==> config.mk <==
export PLATFORM = sky130hd
export DESIGN_NAME = host_interrupt_aggregator
export DESIGN_NICKNAME = d
export VERILOG_FILES = /design/src/hw/host_irq_pkg.sv /design/src/hw/host_interrupt_aggregator.sv /design/src/hw/source_conditioner.sv
export SDC_FILE = /design/constraint.sdc
export NUM_CORES = 1
export LEC_CHECK = 0
export BUFFER_PORTS_ARGS = -buffer_cell sky130_fd_sc_hd__buf_4
export CELL_PAD_IN_SITES_DETAIL_PLACEMENT = 1
export CELL_PAD_IN_SITES_GLOBAL_PLACEMENT = 2
export CORE_MARGIN = 5
export CORE_UTILIZATION = 28
export CTS_CLUSTER_DIAMETER = 80
export DETAILED_ROUTE_END_ITERATION = 10
export GPL_ROUTABILITY_DRIVEN = 0
export HOLD_SLACK_MARGIN = 0.08
export PLACE_DENSITY = 0.83
export SLEW_MARGIN = 20
export SYNTH_ARGS = -nofsm -noshare
export SYNTH_HDL_FRONTEND = slang
export SYNTH_SLANG_ARGS = --single-unit
==> constraint.sdc <==
create_clock -name aclk -period 2.3 [get_ports aclk]
set_input_delay 0.345 -clock aclk [delete_from_list [all_inputs] [get_ports aclk]]
set_output_delay 0.345 -clock aclk [all_outputs]
set_load 0.05 [all_outputs]
==> src/hw/host_irq_pkg.sv <==
// Purpose: shared constants and types for the host interrupt aggregator
// Assumes: AXI4-Lite register access with 32-bit data, one word per register
// Notes:   register indices are kept as printed; byte address is index * 4
package host_irq_pkg;

  // register indices and their byte addresses
  localparam logic [7:0]  IDX_INTERRUPT_ENABLE      = 8'h0B;
  localparam logic [7:0]  IDX_INTERRUPT_EVENT_FLAGS = 8'h0C;
  localparam logic [7:0]  IDX_INTERRUPT_FLAG_MASK   = 8'h0D;
  localparam int          ADDR_W                    = 12;

  // reset values
  localparam logic [7:0]  RST_INTERRUPT_ENABLE      = 8'h00;
  localparam logic [7:0]  RST_INTERRUPT_EVENT_FLAGS = 8'h00;
  localparam logic [7:0]  RST_INTERRUPT_FLAG_MASK   = 8'h00;

  // bit positions, shared by enable, flag and mask registers
  localparam int          BIT_WAKEUP                = 7;
  localparam int          BIT_EXT_PIN               = 6;
  localparam int          BIT_I2C_MASTER            = 5;
  localparam int          BIT_VSYNC                 = 4;
  localparam int          BIT_KEYPAD                = 3;
  localparam int          BIT_PROCESS_DONE          = 2;
  localparam int          BIT_PWM1                  = 1;
  localparam int          BIT_PWM0                  = 0;
  localparam int          NUM_SOURCES               = 8;

  // AXI responses
  localparam logic [1:0]  RESP_OKAY                 = 2'h0;
  localparam logic [1:0]  RESP_DECERR               = 2'h3;

  // byte address of a register index
  function automatic logic [ADDR_W-1:0] reg_byte_addr(input logic [7:0] idx);
    reg_byte_addr = {{(ADDR_W-10){1'b0}}, idx, 2'h0};
  endfunction

  // event inputs from the internal sources
  typedef struct packed {
    logic wakeup;          // pulse: wakeup/resume
    logic external_interrupt_pin; // level: external pin, rising edge counts
    logic i2c_master;      // pulse
    logic vsync;           // level: vertical sync, rising edge counts
    logic keypad;          // pulse
    logic flash_dma_done;  // pulse
    logic draw_done;       // pulse
    logic block_transfer_engine_done; // pulse
    logic pwm1;            // pulse
    logic pwm0;            // pulse
  } event_sources_t;

  typedef enum logic [1:0] {
    WR_IDLE = 2'h1,
    WR_RESP = 2'h2
  } wr_state_t;

  typedef enum logic [1:0] {
    RD_IDLE = 2'h1,
    RD_DATA = 2'h2
  } rd_state_t;

  // conditioner state
  typedef struct packed {
    logic                   vsync_prev;
    logic                   pin_prev;
    logic [NUM_SOURCES-1:0] events;
  } cond_state_t;

  // aggregator state
  typedef struct packed {
    logic [7:0]        interrupt_enable;
    logic [7:0]        interrupt_event_flags;
    logic [7:0]        interrupt_flag_mask;
    wr_state_t         wr_state;
    rd_state_t         rd_state;
    logic              aw_held;
    logic [ADDR_W-1:0] awaddr;
    logic              w_held;
    logic [7:0]        wdata;
    logic              wstrb0;
    logic [1:0]        bresp;
    logic [7:0]        rdata;
    logic [1:0]        rresp;
    logic              irq;
  } agg_state_t;

endpackage

==> src/hw/host_interrupt_aggregator.sv <==
// Purpose: collects ten event sources into eight-bit enable, flag and mask
//          registers reached over AXI4-Lite, and drives one host interrupt
// Assumes: single clock aclk at 125 MHz, synchronous active-low reset
// Notes:   only byte lane 0 carries register data; upper bits read zero
`timescale 1ns/1ps
module host_interrupt_aggregator
  import host_irq_pkg::*;
(
  // clock and reset
  input  wire logic                 aclk,
  input  wire logic                 aresetn,
  // write address channel
  input  wire logic                 s_axi_awvalid,
  output logic                      s_axi_awready,
  input  wire logic [ADDR_W-1:0]    s_axi_awaddr,
  input  wire logic [2:0]           s_axi_awprot,
  // write data channel
  input  wire logic                 s_axi_wvalid,
  output logic                      s_axi_wready,
  input  wire logic [31:0]          s_axi_wdata,
  input  wire logic [3:0]           s_axi_wstrb,
  // write response channel
  output logic                      s_axi_bvalid,
  input  wire logic                 s_axi_bready,
  output logic [1:0]                s_axi_bresp,
  // read address channel
  input  wire logic                 s_axi_arvalid,
  output logic                      s_axi_arready,
  input  wire logic [ADDR_W-1:0]    s_axi_araddr,
  input  wire logic [2:0]           s_axi_arprot,
  // read data channel
  output logic                      s_axi_rvalid,
  input  wire logic                 s_axi_rready,
  output logic [31:0]               s_axi_rdata,
  output logic [1:0]                s_axi_rresp,
  // event sources
  input  wire event_sources_t       sources,
  // host interrupt, active high level
  output logic                      host_irq
);

  agg_state_t             state_reg;
  agg_state_t             state_next;
  logic [NUM_SOURCES-1:0] events;
  logic                   aw_take;
  logic                   w_take;
  logic                   ar_take;
  logic                   wr_fire;
  logic [7:0]             flag_clear;
  logic [7:0]             flag_set;
  logic [7:0]             read_value;
  logic                   read_hit;
  logic                   write_hit;

  // edge detection and grouping of the raw sources
  source_conditioner u_cond (
    .aclk    (aclk),
    .aresetn (aresetn),
    .sources (sources),
    .events  (events)
  );

  // address decode, used for both read and write paths
  function automatic logic addr_mapped(input logic [ADDR_W-1:0] a);
    addr_mapped = (a == reg_byte_addr(IDX_INTERRUPT_ENABLE)) ||
                  (a == reg_byte_addr(IDX_INTERRUPT_EVENT_FLAGS)) ||
                  (a == reg_byte_addr(IDX_INTERRUPT_FLAG_MASK));
  endfunction

  // handshake readies; a channel is refused while its slot is full or a
  // response is still outstanding, which keeps one write in flight
  assign s_axi_awready = !state_reg.aw_held && (state_reg.wr_state == WR_IDLE);
  assign s_axi_wready  = !state_reg.w_held && (state_reg.wr_state == WR_IDLE);
  assign s_axi_arready = (state_reg.rd_state == RD_IDLE);
  assign aw_take       = s_axi_awvalid && s_axi_awready;
  assign w_take        = s_axi_wvalid && s_axi_wready;
  assign ar_take       = s_axi_arvalid && s_axi_arready;

  // the write executes the cycle after both address and data are held
  assign wr_fire   = state_reg.aw_held && state_reg.w_held &&
                     (state_reg.wr_state == WR_IDLE);
  assign write_hit = addr_mapped(state_reg.awaddr);
  assign read_hit  = addr_mapped(s_axi_araddr);

  // one-to-clear mask for the flag register; zeros pass through
  always_comb begin
    flag_clear = 8'h00;
    if (wr_fire && state_reg.wstrb0 &&
        (state_reg.awaddr == reg_byte_addr(IDX_INTERRUPT_EVENT_FLAGS))) begin
      flag_clear = state_reg.wdata;
    end
  end

  // only enabled sources latch an event; disabled ones are dropped
  assign flag_set = events & state_reg.interrupt_enable;

  // read mux; unmapped addresses return zero with a decode error
  always_comb begin
    read_value = 8'h00;
    if (s_axi_araddr == reg_byte_addr(IDX_INTERRUPT_ENABLE)) begin
      read_value = state_reg.interrupt_enable;
    end else if (s_axi_araddr ==
                 reg_byte_addr(IDX_INTERRUPT_EVENT_FLAGS)) begin
      read_value = state_reg.interrupt_event_flags;
    end else if (s_axi_araddr == reg_byte_addr(IDX_INTERRUPT_FLAG_MASK)) begin
      read_value = state_reg.interrupt_flag_mask;
    end
  end

  // next-state logic for registers, bus slots and interrupt
  always_comb begin
    state_next = state_reg;

    // write address and data slots, taken in either order
    if (aw_take) begin
      state_next.aw_held = 1'b1;
      state_next.awaddr  = s_axi_awaddr;
    end
    if (w_take) begin
      state_next.w_held = 1'b1;
      state_next.wdata  = s_axi_wdata[7:0];
      state_next.wstrb0 = s_axi_wstrb[0];
    end

    // write path state machine
    unique case (state_reg.wr_state)
      WR_IDLE: begin
        if (wr_fire) begin
          state_next.aw_held  = 1'b0;
          state_next.w_held   = 1'b0;
          state_next.bresp    = write_hit ? RESP_OKAY : RESP_DECERR;
          state_next.wr_state = WR_RESP;
          if (state_reg.wstrb0 && (state_reg.awaddr ==
              reg_byte_addr(IDX_INTERRUPT_ENABLE))) begin
            // one enables, zero disables each source
            state_next.interrupt_enable = state_reg.wdata;
          end
          if (state_reg.wstrb0 && (state_reg.awaddr ==
              reg_byte_addr(IDX_INTERRUPT_FLAG_MASK))) begin
            state_next.interrupt_flag_mask = state_reg.wdata;
          end
        end
      end
      WR_RESP: begin
        if (s_axi_bready) begin
          state_next.wr_state = WR_IDLE;
        end
      end
      default: begin
        state_next.wr_state = WR_IDLE;
      end
    endcase

    // read path state machine; data is captured at the address handshake
    unique case (state_reg.rd_state)
      RD_IDLE: begin
        if (ar_take) begin
          state_next.rdata    = read_value;
          state_next.rresp    = read_hit ? RESP_OKAY : RESP_DECERR;
          state_next.rd_state = RD_DATA;
        end
      end
      RD_DATA: begin
        if (s_axi_rready) begin
          state_next.rd_state = RD_IDLE;
        end
      end
      default: begin
        state_next.rd_state = RD_IDLE;
      end
    endcase

    // sticky flags: clear first, then set, so a new event wins
    // the pin and shared completion bits follow the same path
    state_next.interrupt_event_flags =
      (state_reg.interrupt_event_flags & ~flag_clear) | flag_set;

    // level interrupt from enabled, unmasked pending flags
    state_next.irq = |(state_next.interrupt_event_flags &
                       state_next.interrupt_enable &
                       ~state_next.interrupt_flag_mask);
  end

  // state register, synchronous active-low reset
  always_ff @(posedge aclk) begin
    if (!aresetn) begin
      state_reg                       <= '0;
      state_reg.interrupt_enable      <= RST_INTERRUPT_ENABLE;
      state_reg.interrupt_event_flags <= RST_INTERRUPT_EVENT_FLAGS;
      state_reg.interrupt_flag_mask   <= RST_INTERRUPT_FLAG_MASK;
      state_reg.wr_state              <= WR_IDLE;
      state_reg.rd_state              <= RD_IDLE;
      state_reg.bresp                 <= RESP_OKAY;
      state_reg.rresp                 <= RESP_OKAY;
    end else begin
      state_reg <= state_next;
    end
  end

  // outputs; data and responses come straight from flip-flops
  assign s_axi_bvalid = (state_reg.wr_state == WR_RESP);
  assign s_axi_bresp  = state_reg.bresp;
  assign s_axi_rvalid = (state_reg.rd_state == RD_DATA);
  assign s_axi_rdata  = {24'h000000, state_reg.rdata};
  assign s_axi_rresp  = state_reg.rresp;
  assign host_irq     = state_reg.irq;

endmodule // host_interrupt_aggregator

==> src/hw/source_conditioner.sv <==
// Purpose: turns raw source signals into one-cycle event pulses
// Assumes: all inputs synchronous to aclk
// Notes:   events are registered, so they reach the flags one cycle late
`timescale 1ns/1ps
module source_conditioner
  import host_irq_pkg::*;
(
  // clock and reset
  input  wire logic                   aclk,
  input  wire logic                   aresetn,
  // raw sources
  input  wire event_sources_t         sources,
  // one event pulse per flag bit, the three completions sharing one, flag bit layout
  output logic [NUM_SOURCES-1:0]      events
);

  cond_state_t state_reg;
  cond_state_t state_next;

  // edge detection and merging of the process-complete group
  always_comb begin
    state_next            = state_reg;
    state_next.vsync_prev = sources.vsync;
    state_next.pin_prev   = sources.external_interrupt_pin;
    state_next.events     = '0;
    state_next.events[BIT_WAKEUP]     = sources.wakeup;
    // a level pin must not refire every cycle while it stays high
    state_next.events[BIT_EXT_PIN]    = sources.external_interrupt_pin &
                                        ~state_reg.pin_prev;
    state_next.events[BIT_I2C_MASTER] = sources.i2c_master;
    // one event per frame, on the rising edge of vsync
    state_next.events[BIT_VSYNC]      = sources.vsync &
                                        ~state_reg.vsync_prev;
    state_next.events[BIT_KEYPAD]     = sources.keypad;
    // any of the three completions lands on one shared bit
    state_next.events[BIT_PROCESS_DONE] = sources.flash_dma_done |
                                          sources.draw_done |
                                          sources.block_transfer_engine_done;
    state_next.events[BIT_PWM1]       = sources.pwm1;
    state_next.events[BIT_PWM0]       = sources.pwm0;
  end

  // state register, synchronous reset
  always_ff @(posedge aclk) begin
    if (!aresetn) begin
      state_reg <= '0;
    end else begin
      state_reg <= state_next;
    end
  end

  assign events = state_reg.events;

endmodule // source_conditioner

==> run summary, run 1 <==
Area of the multi-input gates: 1860 um^2
Yosys warns: 0
Htree depth: 3
Placed inst area: 4130 um^2
Aggregate negative setup slack: 0 ns
Synthesized flop and latch total: 72
Die ar.: 15500 um^2
Crit path DAT: 2.33 ns
Hold WC Path Type: input pin to register
First-pass GRT wire length: 17.3 mm
Critical Path RT: 2.51 ns
Most common cell after layout, fill and taps aside: nand2_1
DP Wirelength: 7.48 mm
Slowest-stage cell, CP: nor4_1
CP Max Fanout: 16
FF/Latch Area: 1440 um^2
DR DRC count: 0
CP max stage delay: 0.40 ns
Via density: 4.90
Synth async-reset ratio: 0%
GRT Total Usage: 13.4%
Avg Cell Area, Syn: 8.26 um^2
Sink Count: 72
Core area: 12700 um^2
Fin nets: 568
Pin count of the biggest net entering global routing: 68
Status: finished, final reports clean
Crit path capture type: register
Skew-Pair Late Insertion Delay: 0.34 ns
Fmax: 470 MHz
Post-CTS setup buffer count: 0
Die span in y: 124 um
Total gr overflow: 0
CTS Hold Bufs: 0
Fin. Hold Viols: 0
IO Count: 125
Pleak: 1.64 nW
Post-synth cell types: 40
Final setup fails: 0
Unrepaired setup endpoints after global routing: false
Layout cells sized above 1: 20.2%
Number of flops mapped to enable cells by yosys: 0
Synthesized area: 3660 um^2
Vias in the first global route: 3491
Port Buffer Count: 67
Relative slew margins: 61.0%
Final Cell Area: 4430 um^2
Worst Setup Path Type: register to register
Post-CTS Resized: 0
N_diodes: 0
Top_reg_cell synth: dfxtp_1
CTS tree: yes
Drt initial violations: 158
PD cells: 709 nW/um^2
Starting Density: 28.8%
Gate Count Post-Synth: 443
Most frequent cells in the layout: 106 x nand2_1, 72 x dfxtp_1, 71 x buf_4, 41 x a21boi_1, 24 x conb_1
Reg clk slew, reported paths: 0.06 ns
Slew of the pin with the lowest slew margin: 0.584 ns
Width of the chip: 124 um
Startpoint Class: register
Initial antenna violation count: 0
Crit-path cells: nor4_4, nand4_4, buf_12, a311oi_1, a32oi_1, nor4_1, a21boi_1
Count of pins over their slew limit: 0
Routed WL: 10.3 mm
Cts bufs inserted: 9
Synth-to-Final Area Change: 21.1%
Max reg flops: 51
Vias: 3244
First-pass DRT Iterations: 4
Sequential share of the synthesized area: 39.4%
Maximum clock path buffer count: 2
Worst IR drop on VDD: 0.352 mV
Min Tclk post-route: 2.13 ns
Fillers: 1563
WL per Instance: 15.6 um
Number of core rows: 41
Final period utilization: 92.5%
Max Cap Viol: 0
Clock root cell: clkbuf_16
Antenna-violating nets left: 0
Worst clock skew: 0.00568 ns
## cell type report
| cell class | count | share of cell area (%) |
|---|---|---|
| Multi-Input combinational cell | 317 | 41.9 |
| Sequential cell | 72 | 32.5 |
| Timing Repair Buffer | 74 | 13.4 |
| Clock buffer | 11 | 5.70 |
| Tap cell | 172 | 4.85 |
| Inverter | 11 | 0.931 |
| Clock inverter | 5 | 0.705 |
## through the flow
stage / setup WS, ns / power, mW / utilization [%] / instances / hold slack (ns)
floorplan: 0.360 / 1.75 / - / 466 / 0.367
global placement: 0.234 / 1.84 / 32.5 / 645 / 0.373
detailed placement: 0.0416 / 1.85 / 32.5 / 645 / 0.376
CTS: 0.0271 / 3.20 / 34.7 / 661 / 0.202
global route: 0.0308 / 3.28 / 34.9 / 662 / 0.203
finish: 0.173 / 3.14 / 34.9 / 662 / 0.211
## Yosys cell counts, drive strengths merged, types with 10 or more instances
cell | number | area [um^2]
nand2 | 106 | 398
dfxtp | 72 | 1440
and2 | 12 | 75.1
o21ai | 18 | 90.1
inv | 11 | 41.3
clkbuf | 20 | 75.1
nor3 | 10 | 55.1
buf | 46 | 330
a21boi | 47 | 353
## routing by layer
| metal | track usage [%] | up-vias | part of all wire, % |
|---|---|---|---|
| met5 | 0 | - | 0 |
| met4 | 4.06 | 0 | 1.4 |
| met3 | 4.85 | 17 | 4.6 |
| met2 | 24.1 | 81 | 52 |
| met1 | 14.8 | 1572 | 42 |
| li1 | - | 1574 | - |
## logic make-up (layout without fill, tap and decap cells)
logic type             Yosys count  in the layout  synth area share [%]
flip-flops                      72             72                  39.4
multiplexers                     1              1                 0.273
AO/OA/AOI/OAI                  100            100                  19.9
AND/OR/NAND/NOR                192            192                  28.2
other                            1             24                 0.102
buffers and inverters           77            101                  12.2
## where the power goes
part,internal [mW],switching (mW)
combinational,0.156,0.299
sequential,1.31,0.0542
clock,0.785,0.542
## final timing paths
kind,startpoint,end,slack (ns),cells past startpoint
worst max register to register,state_reg[23],host_irq,0.17,7
worst min register to register,u_cond.state_reg[8],u_cond.events[6],0.39,1
worst min-delay path,sources[2],u_cond.events[2],0.21,2
worst max-delay path,state_reg[23],host_irq,0.17,7
## critical path: cells and delay by family (launching register included)
family / cells / cell delay [ns]
flip-flops: 1 / 0.34
buffers and inverters: 1 / 0.18
AND/OR/NAND/NOR: 3 / 0.91
AO/OA/AOI/OAI: 3 / 0.57
(Power assumes the default switching activity.)
==> run 2: changes to the inputs <==
PLACE_DENSITY = not set   (was 0.83)
PLACE_DENSITY_LB_ADDON = 0.1   (was not set)
==> run summary, run 2 (same netlist as run 1, synthesis figures left out) <==
Status: finished, final reports clean
IO Count: 125
Core area: 12700 um^2
Critical Path RT: 2.50 ns
Worst clock skew: 0.00787 ns
Routed WL: 9.82 mm
Dpl cells: 647
PD cells: 737 nW/um^2
Slew of the pin with the lowest slew margin: 0.596 ns
Fin nets: 569
Die ar.: 15500 um^2
CP bufs+invs: 1
Pleak: 1.66 nW
Width of the chip: 124 um
Final setup fails: 0
Hold WC Path Type: input pin to register
CP Max Fanout: 9
Layout cells sized above 1: 19.8%
Fin cells: 663
Worst Setup SP: state_reg[23]
Final Cell Area: 4470 um^2
CTS tree: yes
Crit path capture type: register
Clock root cell: clkbuf_16
GRT Total Usage: 12.8%
Crit-path cells: nor4_4, nand4_4, buf_12, a311oi_1, a32oi_1, nor4_1, a21boi_1
Synth-to-Final Area Change: 22.2%
Drt initial violations: 163
Sink Count: 72
Worst Setup Path Type: register to register
Via density: 4.82
Placed inst area: 4160 um^2
Pin count of the biggest net entering global routing: 68
Initial antenna violation count: 0
Antenna-violating nets left: 0
Area of the multi-input gates: 1860 um^2
Skew-Pair Late Insertion Delay: 0.33 ns
Min Tclk post-route: 2.11 ns
Flop2flop setup slack: 0.19 ns
Post-CTS Resized: 0
Top cell family by delay on the critical path: simple AND/OR/NAND/NOR gates
Post-CTS setup buffer count: 0
Port Buffer Count: 67
Slowest-stage cell, CP: nor4_4
Cts bufs inserted: 9
Reg clk slew, reported paths: 0.06 ns
Total gr overflow: 0
Number of core rows: 41
Unrepaired setup endpoints after global routing: false
N_diodes: 0
PnR Total Power: 3.30 mW
Die span in y: 124 um
Maximum clock path buffer count: 2
Count of pins over their slew limit: 0
HP Start: sources[2]
Worst IR drop on VDD: 0.288 mV
Relative slew margins: 60.3%
Fmax: 474 MHz
First-pass DRT Iterations: 4
Crit path DAT: 2.31 ns
Reg2Reg Launch Point: state_reg[23]
Max Cap Viol: 0
Final period utilization: 91.7%
Max reg flops: 51
Vias in the first global route: 3369
Most common cell after layout, fill and taps aside: nand2_1
CTS Hold Bufs: 0
Fillers: 1545
Most frequent cells in the layout: 106 x nand2_1, 72 x dfxtp_1, 72 x buf_4, 41 x a21boi_1, 24 x conb_1
Htree depth: 3
CP max stage delay: 0.35 ns
DP Wirelength: 7.51 mm
Startpoint Class: register
Aggregate negative setup slack: 0 ns
WL per Instance: 14.8 um
FF/Latch Area: 1440 um^2
DR DRC count: 0
Fin. Hold Viols: 0
First-pass GRT wire length: 16.3 mm
Vias: 3193
Starting Density: 28.8%
## run 2: cell types whose count changed in the layout (fill, tap and decap cells not counted), sizes merged
cell / before / now
clkinv: 4 / 1
buf: 74 / 75
clkbuf: 11 / 13
clkinvlp: 1 / 0
bufinv: 0 / 2
## run 2: stage by stage
step	setup slack [ns]	hold WS, ns	utilization [%]
after floorplan	0.360	0.367	-
after global placement	0.227	0.373	32.7
after detailed placement	0.153	0.374	32.7
after CTS	0.141	0.210	35.2
after global routing	0.0213	0.208	35.2
final	0.190	0.222	35.2
## run 2: worst paths after layout
kind / endpoint / cells past startpoint
min reg2reg: u_cond.events[4] / 1
max reg2reg: host_irq / 7
min: u_cond.events[2] / 2
max: host_irq / 7
## run 2: area by class of cell
class,instances,share of cell area [%]
clock inverters,3,1.45
repair buffers,75,13.4
clock buffers,13,5.59
flip-flops and latches,72,32.2
multi-input cells,317,41.6
inverters,11,0.923
well taps,172,4.81
## run 2: metal layers
layer | part of all wire [%] | wire length [um] | vias to the layer above | global-route usage [%]
met2 | 54 | 5260 | 54 | 23.4
met4 | 1.6 | 161 | 0 | 4.64
met3 | 3.6 | 350 | 12 | 3.09
li1 | - | - | 1564 | -
met1 | 41 | 4050 | 1563 | 14.2
met5 | 0 | 0 | - | 0
## run 2: power breakdown
| group | switching [mW] | total, mW | internal [mW] |
|---|---|---|---|
| clock | 0.509 | 1.49 | 0.979 |
| combinational | 0.295 | 0.452 | 0.157 |
| sequential | 0.0520 | 1.36 | 1.31 |
| total | 0.857 | 3.30 | 2.44 |
